## src/core/cfg_bank_pkg.sv

```systemverilog
package cfg_bank_pkg;
  // Database word numbers of the configuration registers
  localparam logic [15:0] ADDR_IN_BASE = 16'h1388;
  localparam logic [15:0] ADDR_IN_LEN = 16'h1389;
  localparam logic [15:0] ADDR_OUT_BASE = 16'h138A;
  localparam logic [15:0] ADDR_OUT_LEN = 16'h138B;
  localparam logic [15:0] ADDR_FAULT_LIM = 16'h138C;
  localparam logic [15:0] ADDR_STAT_LOC = 16'h138D;
  localparam logic [15:0] ADDR_PORT_ON = 16'h1392;
  localparam logic [15:0] ADDR_ROLE = 16'h1393;
  localparam logic [15:0] ADDR_REAL_SW = 16'h1394;
  localparam logic [15:0] ADDR_REAL_THR = 16'h1395;
  localparam logic [15:0] ADDR_REAL_BASE = 16'h1396;
  localparam logic [15:0] ADDR_FRAMING = 16'h1397;
  localparam logic [15:0] ADDR_SPEED = 16'h1398;
  localparam logic [15:0] ADDR_CHECK = 16'h1399;
  localparam logic [15:0] ADDR_WIDTH = 16'h139A;
  // Legal limits
  localparam logic [15:0] MAX_BASE = 16'h1387;
  localparam logic [15:0] MAX_LEN = 16'h1388;
  localparam logic [15:0] MAX_STAT_LOC = 16'h134C;
  localparam logic [15:0] MAX_ROLE = 16'h0003;
  localparam logic [15:0] MAX_CHECK = 16'h0002;
  localparam logic [15:0] MIN_WIDTH = 16'h0005;
  localparam logic [15:0] MAX_WIDTH = 16'h0008;
  // Line speed special codes and their rates
  localparam logic [15:0] SPEED_CODE_38K = 16'h0180;
  localparam logic [15:0] SPEED_CODE_57K = 16'h0240;
  localparam logic [15:0] SPEED_CODE_115K = 16'h0073;
  localparam logic [16:0] RATE_38K = 17'h09600;
  localparam logic [16:0] RATE_57K = 17'h0E100;
  localparam logic [16:0] RATE_115K = 17'h1C200;
  // Modbus holding register functions
  localparam logic [7:0] FN_READ_HOLD = 8'h03;
  localparam logic [7:0] FN_WRITE_ONE = 8'h06;
  localparam logic [7:0] FN_WRITE_MANY = 8'h10;
  // Reset values
  localparam logic [15:0] RST_ZERO = 16'h0000;
  localparam logic [15:0] RST_STAT_LOC = 16'hFFFF;
  localparam logic [15:0] RST_SPEED = 16'h2580;
  localparam logic [15:0] RST_WIDTH = 16'h0008;
  // Role and check bit codes
  localparam logic [1:0] ROLE_MASTER = 2'h0;
  localparam logic [1:0] CHECK_NONE = 2'h0;
  localparam logic [1:0] CHECK_ODD = 2'h1;
  localparam logic [1:0] CHECK_EVEN = 2'h2;

  // One word access on the configuration write path
  typedef struct packed {
    logic valid;
    logic [15:0] addr;
    logic [15:0] data;
  } word_req_type;

  // Decoded serial port settings
  typedef struct packed {
    logic portOn;
    logic [1:0] role;
    logic asciiFraming;
    logic [1:0] checkBit;
    logic [3:0] charWidth;
    logic [16:0] baudRate;
  } serial_cfg_type;
endpackage : cfg_bank_pkg

```

## src/core/modbus_port_config_bank.sv

```systemverilog
`timescale 1ns/10ps
// Configuration bank: loaded once, then read-only to the network
module modbus_port_config_bank (
  input wire logic core_clk,
  input wire logic sys_rst,
  input wire cfg_bank_pkg::word_req_type cfgWr,
  input wire logic loadDone,
  input wire logic netRdValid,
  input wire logic [15:0] netRdAddr,
  input wire logic xferOk,
  input wire logic xferFail,
  input wire logic reqValid,
  input wire logic [7:0] reqFunc,
  input wire logic [15:0] reqAddr,
  output logic cfgWrAck,
  output logic cfgWrRefused,
  output logic netRdAck,
  output logic [15:0] netRdData,
  output logic configLoaded,
  output logic cfgError,
  output logic [15:0] cfgErrCode,
  output logic [15:0] inWinBase,
  output logic [15:0] inWinLen,
  output logic [15:0] outWinBase,
  output logic [15:0] outWinLen,
  output logic statusCopyOn,
  output logic [15:0] statusCopyBase,
  output cfg_bank_pkg::serial_cfg_type serialCfg,
  output logic portsRunning,
  output logic reqAck,
  output logic reqIsReal,
  output logic [15:0] reqDbAddr
);
  // Stored configuration words
  logic [15:0] inBase_q;
  logic [15:0] inLen_q;
  logic [15:0] outBase_q;
  logic [15:0] outLen_q;
  logic [15:0] faultLim_q;
  logic [15:0] statLoc_q;
  logic [15:0] portOn_q;
  logic [15:0] role_q;
  logic [15:0] realSw_q;
  logic [15:0] realThr_q;
  logic [15:0] realBase_q;
  logic [15:0] framing_q;
  logic [15:0] speed_q;
  logic [15:0] check_q;
  logic [15:0] width_q;
  // Load phase and error state
  logic loadActive_q;
  logic loaded_q;
  logic cfgError_q;
  logic [15:0] cfgErrCode_q;
  // Answer registers
  logic wrAck_q;
  logic wrRefused_q;
  logic rdAck_q;
  logic [15:0] rdData_q;
  logic statusCopyOn_q;
  logic [15:0] statusCopyBase_q;
  cfg_bank_pkg::serial_cfg_type serial_q;
  cfg_bank_pkg::serial_cfg_type serial_d;
  logic running_q;
  logic reqAck_q;
  logic reqIsReal_q;
  logic [15:0] reqDbAddr_q;
  // Checker and fault counter results
  logic wrMapped;
  logic wrLegal;
  logic faultHalted;

  // Legality check of the incoming word
  cfg_range_check rangeCheck (
    .addr(cfgWr.addr),
    .data(cfgWr.data),
    .mapped(wrMapped),
    .legal(wrLegal)
  );

  // Consecutive backplane failure tracking
  fault_counter #(.WIDTH(16)) faultCount (
    .core_clk(core_clk),
    .sys_rst(sys_rst),
    .limit(faultLim_q),
    .xferOk(xferOk),
    .xferFail(xferFail),
    .halted(faultHalted)
  );

  // Write is taken only during the load phase
  wire logic wrTaken = cfgWr.valid && loadActive_q;
  wire logic wrStore = wrTaken && wrMapped && wrLegal;
  wire logic wrBad = wrTaken && wrMapped && !wrLegal;
  // Error code is the word number minus the bank base, plus one
  wire logic [15:0] badCode = cfgWr.addr - cfg_bank_pkg::ADDR_IN_BASE + 16'h1;

  // Per-register write strobes
  wire logic weInBase = wrStore && cfgWr.addr == cfg_bank_pkg::ADDR_IN_BASE;
  wire logic weInLen = wrStore && cfgWr.addr == cfg_bank_pkg::ADDR_IN_LEN;
  wire logic weOutBase = wrStore && cfgWr.addr == cfg_bank_pkg::ADDR_OUT_BASE;
  wire logic weOutLen = wrStore && cfgWr.addr == cfg_bank_pkg::ADDR_OUT_LEN;
  wire logic weFault = wrStore && cfgWr.addr == cfg_bank_pkg::ADDR_FAULT_LIM;
  wire logic weStat = wrStore && cfgWr.addr == cfg_bank_pkg::ADDR_STAT_LOC;
  wire logic wePortOn = wrStore && cfgWr.addr == cfg_bank_pkg::ADDR_PORT_ON;
  wire logic weRole = wrStore && cfgWr.addr == cfg_bank_pkg::ADDR_ROLE;
  wire logic weRealSw = wrStore && cfgWr.addr == cfg_bank_pkg::ADDR_REAL_SW;
  wire logic weRealThr = wrStore && cfgWr.addr == cfg_bank_pkg::ADDR_REAL_THR;
  wire logic weRealDb = wrStore && cfgWr.addr == cfg_bank_pkg::ADDR_REAL_BASE;
  wire logic weFraming = wrStore && cfgWr.addr == cfg_bank_pkg::ADDR_FRAMING;
  wire logic weSpeed = wrStore && cfgWr.addr == cfg_bank_pkg::ADDR_SPEED;
  wire logic weCheck = wrStore && cfgWr.addr == cfg_bank_pkg::ADDR_CHECK;
  wire logic weWidth = wrStore && cfgWr.addr == cfg_bank_pkg::ADDR_WIDTH;

  // Configuration word storage
  always_ff @(posedge core_clk or posedge sys_rst) begin
    if (sys_rst) begin
      inBase_q <= cfg_bank_pkg::RST_ZERO;
      inLen_q <= cfg_bank_pkg::RST_ZERO;
      outBase_q <= cfg_bank_pkg::RST_ZERO;
      outLen_q <= cfg_bank_pkg::RST_ZERO;
      faultLim_q <= cfg_bank_pkg::RST_ZERO;
      statLoc_q <= cfg_bank_pkg::RST_STAT_LOC;
      portOn_q <= cfg_bank_pkg::RST_ZERO;
      role_q <= cfg_bank_pkg::RST_ZERO;
      realSw_q <= cfg_bank_pkg::RST_ZERO;
      realThr_q <= cfg_bank_pkg::RST_ZERO;
      realBase_q <= cfg_bank_pkg::RST_ZERO;
      framing_q <= cfg_bank_pkg::RST_ZERO;
      speed_q <= cfg_bank_pkg::RST_SPEED;
      check_q <= cfg_bank_pkg::RST_ZERO;
      width_q <= cfg_bank_pkg::RST_WIDTH;
    end else begin
      if (weInBase) inBase_q <= cfgWr.data;
      if (weInLen) inLen_q <= cfgWr.data;
      if (weOutBase) outBase_q <= cfgWr.data;
      if (weOutLen) outLen_q <= cfgWr.data;
      if (weFault) faultLim_q <= cfgWr.data;
      if (weStat) statLoc_q <= cfgWr.data;
      if (wePortOn) portOn_q <= cfgWr.data;
      if (weRole) role_q <= cfgWr.data;
      if (weRealSw) realSw_q <= cfgWr.data;
      if (weRealThr) realThr_q <= cfgWr.data;
      if (weRealDb) realBase_q <= cfgWr.data;
      if (weFraming) framing_q <= cfgWr.data;
      if (weSpeed) speed_q <= cfgWr.data;
      if (weCheck) check_q <= cfgWr.data;
      if (weWidth) width_q <= cfgWr.data;
    end
  end

  always_ff @(posedge core_clk or posedge sys_rst) begin
    if (sys_rst) begin
      loadActive_q <= 1'b1;
      loaded_q <= 1'b0;
    end else if (loadDone && loadActive_q) begin
      loadActive_q <= 1'b0;
      loaded_q <= 1'b1;
    end
  end

  // sticky error, first bad word code kept
  always_ff @(posedge core_clk or posedge sys_rst) begin
    if (sys_rst) begin
      cfgError_q <= 1'b0;
      cfgErrCode_q <= cfg_bank_pkg::RST_ZERO;
    end else if (wrBad && !cfgError_q) begin
      cfgError_q <= 1'b1;
      cfgErrCode_q <= badCode;
    end
  end

  // Write answer: ack always, refused when not stored
  always_ff @(posedge core_clk or posedge sys_rst) begin
    if (sys_rst) begin
      wrAck_q <= 1'b0;
      wrRefused_q <= 1'b0;
    end else begin
      wrAck_q <= cfgWr.valid;
      wrRefused_q <= cfgWr.valid && !wrStore;
    end
  end

  // network read mux, unmapped words read zero
  wire logic [15:0] rdMux =
    (netRdAddr == cfg_bank_pkg::ADDR_IN_BASE) ? inBase_q :
    (netRdAddr == cfg_bank_pkg::ADDR_IN_LEN) ? inLen_q :
    (netRdAddr == cfg_bank_pkg::ADDR_OUT_BASE) ? outBase_q :
    (netRdAddr == cfg_bank_pkg::ADDR_OUT_LEN) ? outLen_q :
    (netRdAddr == cfg_bank_pkg::ADDR_FAULT_LIM) ? faultLim_q :
    (netRdAddr == cfg_bank_pkg::ADDR_STAT_LOC) ? statLoc_q :
    (netRdAddr == cfg_bank_pkg::ADDR_PORT_ON) ? portOn_q :
    (netRdAddr == cfg_bank_pkg::ADDR_ROLE) ? role_q :
    (netRdAddr == cfg_bank_pkg::ADDR_REAL_SW) ? realSw_q :
    (netRdAddr == cfg_bank_pkg::ADDR_REAL_THR) ? realThr_q :
    (netRdAddr == cfg_bank_pkg::ADDR_REAL_BASE) ? realBase_q :
    (netRdAddr == cfg_bank_pkg::ADDR_FRAMING) ? framing_q :
    (netRdAddr == cfg_bank_pkg::ADDR_SPEED) ? speed_q :
    (netRdAddr == cfg_bank_pkg::ADDR_CHECK) ? check_q :
    (netRdAddr == cfg_bank_pkg::ADDR_WIDTH) ? width_q : 16'h0000;

  // Read answer one cycle after the request
  always_ff @(posedge core_clk or posedge sys_rst) begin
    if (sys_rst) begin
      rdAck_q <= 1'b0;
      rdData_q <= 16'h0000;
    end else begin
      rdAck_q <= netRdValid;
      if (netRdValid) rdData_q <= rdMux;
    end
  end

  wire logic [16:0] baudDecoded =
    (speed_q == cfg_bank_pkg::SPEED_CODE_38K) ? cfg_bank_pkg::RATE_38K :
    (speed_q == cfg_bank_pkg::SPEED_CODE_57K) ? cfg_bank_pkg::RATE_57K :
    (speed_q == cfg_bank_pkg::SPEED_CODE_115K) ? cfg_bank_pkg::RATE_115K :
    {1'b0, speed_q};

  // Decoded serial settings
  // field decode
  assign serial_d.portOn = portOn_q[0];
  assign serial_d.role = role_q[1:0];
  assign serial_d.asciiFraming = framing_q[0];
  assign serial_d.checkBit = check_q[1:0];
  assign serial_d.charWidth = width_q[3:0];
  assign serial_d.baudRate = baudDecoded;

  // ports run only when loaded, clean, enabled, not halted
  wire logic running_d = loaded_q && !cfgError && portOn_q[0] && !faultHalted;

  // Registered configuration outputs
  always_ff @(posedge core_clk or posedge sys_rst) begin
    if (sys_rst) begin
      serial_q <= '0;
      running_q <= 1'b0;
      statusCopyOn_q <= 1'b0;
      statusCopyBase_q <= 16'h0000;
    end else begin
      serial_q <= serial_d;
      running_q <= running_d;
      statusCopyOn_q <= !statLoc_q[15];
      statusCopyBase_q <= statLoc_q;
    end
  end

  wire logic holdFn = (reqFunc == cfg_bank_pkg::FN_READ_HOLD) ||
                      (reqFunc == cfg_bank_pkg::FN_WRITE_ONE) ||
                      (reqFunc == cfg_bank_pkg::FN_WRITE_MANY);
  wire logic isReal = realSw_q[0] && holdFn && (reqAddr >= realThr_q);
  // offset into the real data area
  wire logic [15:0] realAddr = realBase_q + (reqAddr - realThr_q);

  // Request classification answer
  always_ff @(posedge core_clk or posedge sys_rst) begin
    if (sys_rst) begin
      reqAck_q <= 1'b0;
      reqIsReal_q <= 1'b0;
      reqDbAddr_q <= 16'h0000;
    end else begin
      reqAck_q <= reqValid;
      if (reqValid) begin
        reqIsReal_q <= isReal;
        reqDbAddr_q <= isReal ? realAddr : reqAddr;
      end
    end
  end

  // Output wiring from flip-flops
  assign cfgWrAck = wrAck_q;
  assign cfgWrRefused = wrRefused_q;
  assign netRdAck = rdAck_q;
  assign netRdData = rdData_q;
  assign configLoaded = loaded_q;
  assign cfgError = cfgError_q;
  assign cfgErrCode = cfgErrCode_q;
  assign inWinBase = inBase_q;
  assign inWinLen = inLen_q;
  assign outWinBase = outBase_q;
  assign outWinLen = outLen_q;
  assign statusCopyOn = statusCopyOn_q;
  assign statusCopyBase = statusCopyBase_q;
  assign serialCfg = serial_q;
  assign portsRunning = running_q;
  assign reqAck = reqAck_q;
  assign reqIsReal = reqIsReal_q;
  assign reqDbAddr = reqDbAddr_q;
endmodule : modbus_port_config_bank

```

## src/core/cfg_range_check.sv

```systemverilog
`timescale 1ns/10ps
// Combinational legality check of one configuration word
module cfg_range_check (
  input wire logic [15:0] addr,
  input wire logic [15:0] data,
  output logic mapped,
  output logic legal
);
  // Per-register range tests
  wire logic baseOk = data <= cfg_bank_pkg::MAX_BASE;
  wire logic lenOk = data <= cfg_bank_pkg::MAX_LEN;
  wire logic statOk = data[15] || (data <= cfg_bank_pkg::MAX_STAT_LOC);
  wire logic bitOk = data <= 16'h0001;
  wire logic roleOk = data <= cfg_bank_pkg::MAX_ROLE;
  wire logic checkOk = data <= cfg_bank_pkg::MAX_CHECK;
  wire logic widthOk = (data >= cfg_bank_pkg::MIN_WIDTH) &&
                       (data <= cfg_bank_pkg::MAX_WIDTH);
  // Literal rates and the three short codes
  wire logic speedOk = (data == 16'h006E) || (data == 16'h0096) ||
                       (data == 16'h012C) || (data == 16'h0258) ||
                       (data == 16'h04B0) || (data == 16'h0960) ||
                       (data == 16'h12C0) || (data == 16'h2580) ||
                       (data == 16'h4B00) || (data == 16'h7080) ||
                       (data == cfg_bank_pkg::SPEED_CODE_38K) ||
                       (data == cfg_bank_pkg::SPEED_CODE_57K) ||
                       (data == cfg_bank_pkg::SPEED_CODE_115K);

  // Address decode of the check to apply
  assign mapped =
    (addr >= cfg_bank_pkg::ADDR_IN_BASE &&
     addr <= cfg_bank_pkg::ADDR_STAT_LOC) ||
    (addr >= cfg_bank_pkg::ADDR_PORT_ON &&
     addr <= cfg_bank_pkg::ADDR_WIDTH);
  assign legal =
    (addr == cfg_bank_pkg::ADDR_IN_BASE) ? baseOk :
    (addr == cfg_bank_pkg::ADDR_IN_LEN) ? lenOk :
    (addr == cfg_bank_pkg::ADDR_OUT_BASE) ? baseOk :
    (addr == cfg_bank_pkg::ADDR_OUT_LEN) ? lenOk :
    (addr == cfg_bank_pkg::ADDR_STAT_LOC) ? statOk :
    (addr == cfg_bank_pkg::ADDR_PORT_ON) ? bitOk :
    (addr == cfg_bank_pkg::ADDR_ROLE) ? roleOk :
    (addr == cfg_bank_pkg::ADDR_REAL_SW) ? bitOk :
    (addr == cfg_bank_pkg::ADDR_FRAMING) ? bitOk :
    (addr == cfg_bank_pkg::ADDR_SPEED) ? speedOk :
    (addr == cfg_bank_pkg::ADDR_CHECK) ? checkOk :
    (addr == cfg_bank_pkg::ADDR_WIDTH) ? widthOk :
    mapped;
endmodule : cfg_range_check

```

## src/core/fault_counter.sv

```systemverilog
`timescale 1ns/10ps
// Counts consecutive backplane transfer failures
module fault_counter #(
  parameter int WIDTH = 16
) (
  input wire logic core_clk,
  input wire logic sys_rst,
  input wire logic [WIDTH-1:0] limit,
  input wire logic xferOk,
  input wire logic xferFail,
  output logic halted
);
  logic [WIDTH-1:0] count_q; // Consecutive failure count
  logic [WIDTH-1:0] count_d;
  logic halted_q;

  // Saturating increment, success restarts the run
  assign count_d = xferOk ? '0 :
                   (xferFail && count_q != '1) ? count_q + 1'b1 : count_q;
  assign halted = halted_q;

  // Counter and sticky halt
  always_ff @(posedge core_clk or posedge sys_rst) begin
    if (sys_rst) begin
      count_q <= '0;
      halted_q <= 1'b0;
    end else begin
      count_q <= count_d;
      if (limit != '0 && count_d >= limit) begin
        halted_q <= 1'b1;
      end
    end
  end
endmodule : fault_counter

```

## config.mk

```make
export PLATFORM = sky130hd
export DESIGN_NAME = modbus_port_config_bank
export DESIGN_NICKNAME = d
export VERILOG_FILES = /design/src/core/cfg_bank_pkg.sv /design/src/core/modbus_port_config_bank.sv /design/src/core/cfg_range_check.sv /design/src/core/fault_counter.sv
export SDC_FILE = /design/constraint.sdc
export NUM_CORES = 1
export LEC_CHECK = 0
export BUFFER_PORTS_ARGS = -buffer_cell sky130_fd_sc_hd__buf_2
export CORE_AREA = 4 4 186 188
export DETAILED_ROUTE_END_ITERATION = 7
export DIE_AREA = 0 0 190 192
export GPL_TIMING_DRIVEN = 0
export PLACE_DENSITY_LB_ADDON = 0.08
export SYNTH_ARGS = -nofsm -noshare
export SYNTH_HDL_FRONTEND = slang
export SYNTH_SLANG_ARGS = --single-unit
```

## constraint.sdc

```tcl
create_clock -name core_clk -period 17.2 [get_ports core_clk]
set_input_delay 3.44 -clock core_clk [delete_from_list [all_inputs] [get_ports core_clk]]
set_output_delay 3.44 -clock core_clk [all_outputs]
set_load 0.02 [all_outputs]
```

## Word-level counts from Yosys, hierarchy flattened

Cells that the tools add are included.

| storage, ports and cells | value |
|---|---|
| register bits after elaboration | 358 |
| output and inout port bits | 164 |
| logic and storage cells | 193 |

| cells by class | value |
|---|---|
| add/sub/neg operators | 5 |
| magnitude comparators | 14 |
| equal/unequal tests | 50 |
| muxes and demuxes | 33 |
| reduce and logical (&&, ||, !) cells | 54 |

Operator list:

| cell | number |
|---|---|
| 16-bit by 13-bit equality test with 1-bit output, second input constant | 31 |
| 16-bit two-way mux | 18 |
| 16-bit by 13-bit <= comparator with 1-bit output, second input constant | 5 |
| 17-bit two-way mux | 3 |
| 16-bit by 10-bit equality test with 1-bit output, second input constant | 3 |
| 16-bit by 7-bit equality test with 1-bit output, second input constant | 3 |
| 16-bit by 9-bit equality test with 1-bit output, second input constant | 3 |
| 16-bit by 1-bit adder with 16-bit output, second input constant | 2 |
| 16-bit by 15-bit equality test with 1-bit output, second input constant | 2 |
| 16-bit by 13-bit greater-or-equal comparator with 1-bit output, second input constant | 2 |
| 16-bit greater-or-equal comparator | 2 |
| 16-bit by 2-bit <= comparator with 1-bit output, second input constant | 2 |
| 1-bit logical AND | 32 |
| 16-bit adder | 1 |
| 16-bit by 11-bit equality test with 1-bit output, second input constant | 1 |
| 16-bit by 12-bit equality test with 1-bit output, second input constant | 1 |
| 16-bit by 14-bit equality test with 1-bit output, second input constant | 1 |
| 16-bit by 8-bit equality test with 1-bit output, second input constant | 1 |
| 16-bit by 3-bit greater-or-equal comparator with 1-bit output, second input constant | 1 |
| 16-bit by 1-bit <= comparator with 1-bit output, second input constant | 1 |
| 16-bit by 4-bit <= comparator with 1-bit output, second input constant | 1 |
| 1-bit logical OR | 16 |
| 16-bit != test, second input constant | 1 |
| 16-bit nonzero test | 1 |
| 7 further kinds | 22 |

## Depth between registers and ports, before layout

| logic depth | value |
|---|---|
| word-level depth | 26 |
| gate-level depth with buffers | 16 |

## Modules after synthesis

From an unflattened synthesis, not the netlist that was laid out.

| unflattened totals | value |
|---|---|
| cells, all modules | 1674 |
| area total of the unflattened synthesis | 18332.6 um^2 |

Modules (own cells, without submodules):

| module | instances | cells each | area each (um^2) | sequential area each (um^2) |
|---|---|---|---|---|
| modbus_port_config_bank | 1 | 1396 | 16191.8 | 8560.7 |
| fault_counter | 1 | 151 | 1331.3 | 425.4 |
| cfg_range_check | 1 | 127 | 809.5 | 0.0 |

## Worst setup path before layout

OpenSTA, ideal clock, no wires.

| timing path | value |
|---|---|
| path type | input to register |
| from | input cfgWr[3] (netlist name) |
| to | register width_q[1] |
| arrival | 5.889 ns |
| required time | 17.072 ns |
| setup slack | 11.183 ns |
| cell stages on the path | 10 |
| cells stage by stage | buf_2 > or4_1 > and3_1 > a21oi_1 > o2111ai_1 > o2111ai_1 > o21ba_2 > nor4_4 > buf_6 > mux2_1 |

| on the way | value |
|---|---|
| longest elaborated chain between the ends | 25 |

Ends and longest elaborated chain:

| element | line | RTL |
|---|---|---|
| start, declared | modbus_port_config_bank.sv:6 | `input wire cfg_bank_pkg::word_req_type cfgWr,` |
| 16-bit by 7-bit equality test with 1-bit output / 16-bit by 8-bit equality test with 1-bit output (equally long branches) | cfg_range_check.sv:19 | `wire logic speedOk = (data == 16'h006E) \|\| (data == 16'h0096) \|\|` |
| 1-bit logical OR (2 in a row) | cfg_range_check.sv:19 |  |
| 1-bit logical OR (2 in a row) | cfg_range_check.sv:20 | `(data == 16'h012C) \|\| (data == 16'h0258) \|\|` |
| 1-bit logical OR (2 in a row) | cfg_range_check.sv:21 | `(data == 16'h04B0) \|\| (data == 16'h0960) \|\|` |
| 1-bit logical OR (2 in a row) | cfg_range_check.sv:22 | `(data == 16'h12C0) \|\| (data == 16'h2580) \|\|` |
| 1-bit logical OR (2 in a row) | cfg_range_check.sv:23 | `(data == 16'h4B00) \|\| (data == 16'h7080) \|\|` |
| 1-bit logical OR | cfg_range_check.sv:24 | `(data == cfg_bank_pkg::SPEED_CODE_38K) \|\|` |
| 1-bit logical OR | cfg_range_check.sv:25 | `(data == cfg_bank_pkg::SPEED_CODE_57K) \|\|` |
| [... 4 more ...] | n/a |  |
| 1-bit two-way mux | cfg_range_check.sv:40 | `(addr == cfg_bank_pkg::ADDR_PORT_ON) ? bitOk :` |
| 1-bit two-way mux | cfg_range_check.sv:39 | `(addr == cfg_bank_pkg::ADDR_STAT_LOC) ? statOk :` |
| 1-bit two-way mux | cfg_range_check.sv:38 | `(addr == cfg_bank_pkg::ADDR_OUT_LEN) ? lenOk :` |
| 1-bit two-way mux | cfg_range_check.sv:37 | `(addr == cfg_bank_pkg::ADDR_OUT_BASE) ? baseOk :` |
| 1-bit two-way mux | cfg_range_check.sv:36 | `(addr == cfg_bank_pkg::ADDR_IN_LEN) ? lenOk :` |
| 1-bit two-way mux (*) | cfg_range_check.sv:35 | `(addr == cfg_bank_pkg::ADDR_IN_BASE) ? baseOk :` |
| 1-bit logical AND (*) | modbus_port_config_bank.sv:93 | `wire logic wrStore = wrTaken && wrMapped && wrLegal;` |
| 1-bit logical AND (*) | modbus_port_config_bank.sv:113 | `wire logic weWidth = wrStore && cfgWr.addr == cfg_bank_pkg::ADDR_WIDTH;` |
| end signal, assigned | modbus_port_config_bank.sv:132 | `width_q <= cfg_bank_pkg::RST_WIDTH;` |
| end signal, assigned | modbus_port_config_bank.sv:148 | `if (weWidth) width_q <= cfgWr.data;` |
| end, declared | modbus_port_config_bank.sv:49 | `logic [15:0] width_q;` |

Every way passes the cells marked *; elsewhere a longest branch is shown, timed or not.
A chain may end at the register's enable or synchronous reset.

## Worst setup path in the final report

| timing path | value |
|---|---|
| from | input netRdAddr[11] |
| to | register rdData_q[15], in the netlist netRdData[15] |

| on the way | value |
|---|---|
| longest elaborated chain between the ends | 16 |

Ends and longest elaborated chain:

| element | line | RTL |
|---|---|---|
| start, declared | modbus_port_config_bank.sv:9 | `input wire logic [15:0] netRdAddr,` |
| 16-bit by 13-bit equality test with 1-bit output | modbus_port_config_bank.sv:200 | `(netRdAddr == cfg_bank_pkg::ADDR_WIDTH) ? width_q : 16'h0000;` |
| 16-bit two-way mux | modbus_port_config_bank.sv:200 |  |
| 16-bit two-way mux | modbus_port_config_bank.sv:199 | `(netRdAddr == cfg_bank_pkg::ADDR_CHECK) ? check_q :` |
| 16-bit two-way mux | modbus_port_config_bank.sv:198 | `(netRdAddr == cfg_bank_pkg::ADDR_SPEED) ? speed_q :` |
| 16-bit two-way mux | modbus_port_config_bank.sv:197 | `(netRdAddr == cfg_bank_pkg::ADDR_FRAMING) ? framing_q :` |
| 16-bit two-way mux | modbus_port_config_bank.sv:196 | `(netRdAddr == cfg_bank_pkg::ADDR_REAL_BASE) ? realBase_q :` |
| 16-bit two-way mux | modbus_port_config_bank.sv:195 | `(netRdAddr == cfg_bank_pkg::ADDR_REAL_THR) ? realThr_q :` |
| 16-bit two-way mux | modbus_port_config_bank.sv:194 | `(netRdAddr == cfg_bank_pkg::ADDR_REAL_SW) ? realSw_q :` |
| 16-bit two-way mux | modbus_port_config_bank.sv:193 | `(netRdAddr == cfg_bank_pkg::ADDR_ROLE) ? role_q :` |
| 16-bit two-way mux | modbus_port_config_bank.sv:192 | `(netRdAddr == cfg_bank_pkg::ADDR_PORT_ON) ? portOn_q :` |
| 16-bit two-way mux | modbus_port_config_bank.sv:191 | `(netRdAddr == cfg_bank_pkg::ADDR_STAT_LOC) ? statLoc_q :` |
| 16-bit two-way mux | modbus_port_config_bank.sv:190 | `(netRdAddr == cfg_bank_pkg::ADDR_FAULT_LIM) ? faultLim_q :` |
| 16-bit two-way mux | modbus_port_config_bank.sv:189 | `(netRdAddr == cfg_bank_pkg::ADDR_OUT_LEN) ? outLen_q :` |
| 16-bit two-way mux | modbus_port_config_bank.sv:188 | `(netRdAddr == cfg_bank_pkg::ADDR_OUT_BASE) ? outBase_q :` |
| 16-bit two-way mux | modbus_port_config_bank.sv:187 | `(netRdAddr == cfg_bank_pkg::ADDR_IN_LEN) ? inLen_q :` |
| 16-bit two-way mux (*) | modbus_port_config_bank.sv:186 | `(netRdAddr == cfg_bank_pkg::ADDR_IN_BASE) ? inBase_q :` |
| end signal, assigned | modbus_port_config_bank.sv:209 | `if (netRdValid) rdData_q <= rdMux;` |
| end, declared | modbus_port_config_bank.sv:59 | `logic [15:0] rdData_q;` |

Marks and branches as above.

==> results.toml <==
[cells_and_area]
final_cells = 2403
num_antenna_cells = 0
drive_above_1_share = 0.2793
syn_to_final_growth_pct = 17.39
multi_input_area_um2 = 8200
nNetsFinal = 2073
final_area_um2 = 21120
fillers = 2711
post-route-util = 0.6379
seq_area_um2 = 8986
largest_register_ffs = 27

[worst_setup_path]
path_cells = "buf_2 > nor4bb_1 > nand4b_1 > nor3_1 > clkbuf_1 > a221oi_1 > a21oi_1 > a31oi_1 > a221oi_1"
crit_path_end_kind = "flop"
crit_required_ns = 17.64
path_class = "in2reg"
cp_data_arrival_time_ns = 7.24
r2r_slack_ns = 13.43
crit_family = "simple AND/OR/NAND/NOR gates"
path_buf_inv = 2
cpMostUsedCell = "a221oi_1"
slowest_stage = "nor4bb_1"
start_kind = "input port"
crit_path_max_incr_delay_ns = 0.91
worst-path-max-fanout = 10

[clock_tree]
cts_tree = "done"
cts-resized-gates = 0
cts.sinks = 358
clk_pin_slew_worst_paths_ns = 0.06
clock_path_buffers = 3
cts-buffers-inserted = 39
cts_hold_buf = 0
h-tree-depth = 2
clk_latency_ns = 0.54
post_cts_buffers = 0
root_buffer = "clkbuf_16"

[floorplan]
boundaryPins = 244
die_height_um = 192
core_area_um2 = 33110
die_x_um = 190
rows = 67
die_area_um2 = 36480
initial_core_util = 0.5434

[synthesis]
synth.ff_latch_count = 358
syn-num-nets = 1797
ys_types = 82
synthCells = 1648
seq_area_frac_synth = 0.4994
yosysTopAreaCellShare = 0.4673
ys.flop_type = "dfrtp_1"
yosysTopAreaCell = "dfrtp_1"
synth_warnings = 0
syn_area_per_cell_um2 = 10.92
yosysMostFrequentCell = "dfrtp_1"
synthTopCellsByArea = "dfrtp_1 47%, mux2_2 10%, ha_1 3.8%"
ys_async_sr_fraction = 1.000
synth_common_cells = "336 x dfrtp_1, 167 x mux2_2, 111 x inv_1"
synth-edff-count = 0
syn-cell-area_um2 = 17990

[power]
vdd_drop_max_mv = 0.06236
powerDensity_nw_per_um2 = 87.50
p_sw_mw = 0.4476
switching_share = 0.2422
intPower_mw = 1.401
seq_power_share = 0.461
pwr-share-comb = 0.075
power_mw = 1.848
leakage_nw = 10.42
power_frac_clock = 0.463

[placed_design]
dpl.hpwl_um = 41560
place_ws_ns = 9.893
placed_area_um2 = 19810
dpl.cell_count = 2331
place.gp.congestion = 0.9343
numPortBuffers = 232

[route]
drt-total-wl_um = 55890
vias_per_cell = 6.009
drc = 0
drt_iter0_drc = 1297
dr.pass1.iters = 7
antenna_left = 0
via_count = 14440
post_drt_wl_per_cell_um = 23.26

[global_routing]
grt_usage = 0.3027
grt.overflow.total = 0
grt_pass1_vias = 14290
grt_antenna_before_repair = 3
grt_pass1_wl_um = 84350
grt_max_degree = 114

[sta]
hold_violations = 0
max_slew_margin = -0.001074
worst_pin_slew_ns = 1.490
setup_viol = 0
fin_crit_sh = 0.3953
fin_skew_ns = 0.02394
hold_ws_ns = 0.4114
min_period_ns = 6.799
tns_ns = 0
worst_slack_ns = 10.40
slew_viol_final = 1
rsz0062_at_grt = "false"
fmaxAchievable_ghz = 0.1471

[run_status]
status = "complete, but fails checks"
violations = "capacitance limit, slew limit"

[hold_path]
hp-class = "reg2reg"

[run]
maxCapViolCount = 1
## worst register-to-register path: cells and delay by family (launching register included)
kind	cells	cell delay, ns
fa+ha+maj	1	0.30
mux	1	0.30
simple gates	3	0.82
compound gates	4	1.34
flops	1	0.45
buf+inv	1	0.43
## cell usage in the layout, fill, tap and decap left out, drive strengths merged, types with 15 or more instances in the layout
cell / count
a21o: 17
a21oi: 75
a221oi: 16
a22oi: 22
a31oi: 20
and2: 50
and3: 17
buf: 260
clkbuf: 121
dfrtp: 336
dfstp: 22
fa: 15
ha: 54
inv: 117
mux2: 177
mux2i: 18
nand2: 85
nand2b: 15
nand3: 34
nand4: 18
nor2: 88
nor2b: 52
nor3: 30
nor4: 15
o21ai: 78
xor2: 16
## cell families after synthesis
family / after synthesis / synth area share
AO/OA/AOI/OAI: 328 / 0.1218
XOR/XNOR: 30 / 0.01460
adder cells (fa/ha/maj): 69 / 0.05424
buffers and inverters: 205 / 0.04513
flip-flops: 358 / 0.4994
multiplexers: 196 / 0.1220
AND/OR/NAND/NOR: 462 / 0.1428
## routing by layer
layer | wire [um] | track usage | vias up
li1 | - | - | 6425
met1 | 23540 | 0.4226 | 7178
met2 | 25320 | 0.4743 | 708
met3 | 5188 | 0.06852 | 122
met4 | 1807 | 0.09878 | 6
met5 | 37 | 0 | -
## power groups by stage
stage,clock network (mW),logic [mW],registers (mW)
final,0.857,0.139,0.853
after global routing,0.901,0.153,0.853
after CTS,0.864,0.138,0.853
after detailed placement,0,0.138,0.868
after global placement,0,0.133,0.869
after floorplan,0,0.0764,0.876
## worst paths after layout
check	start	to	cells past startpoint
setup / recovery	netRdAddr[11]	netRdData[15]	9
hold / removal	statLoc_q[3]	statusCopyBase[3]	0
setup reg to reg	realThr_q[0]	reqDbAddr[3]	10
hold reg to reg	statLoc_q[3]	statusCopyBase[3]	0
max in group asynchronous	sys_rst	loadActive_q	4
min in group asynchronous	sys_rst	outWinBase[13]	2
## area by class of cell
type                       count  share of cell area
buffer                        92             0.01836
clock buffer                  54             0.05361
clock inverter                18            0.008530
inverter                     113             0.02044
multi-input combinational   1085              0.3882
sequential                   358              0.4254
tap                          448             0.02654
timing repair buffer         235             0.05888
(Power assumes the default switching activity.)
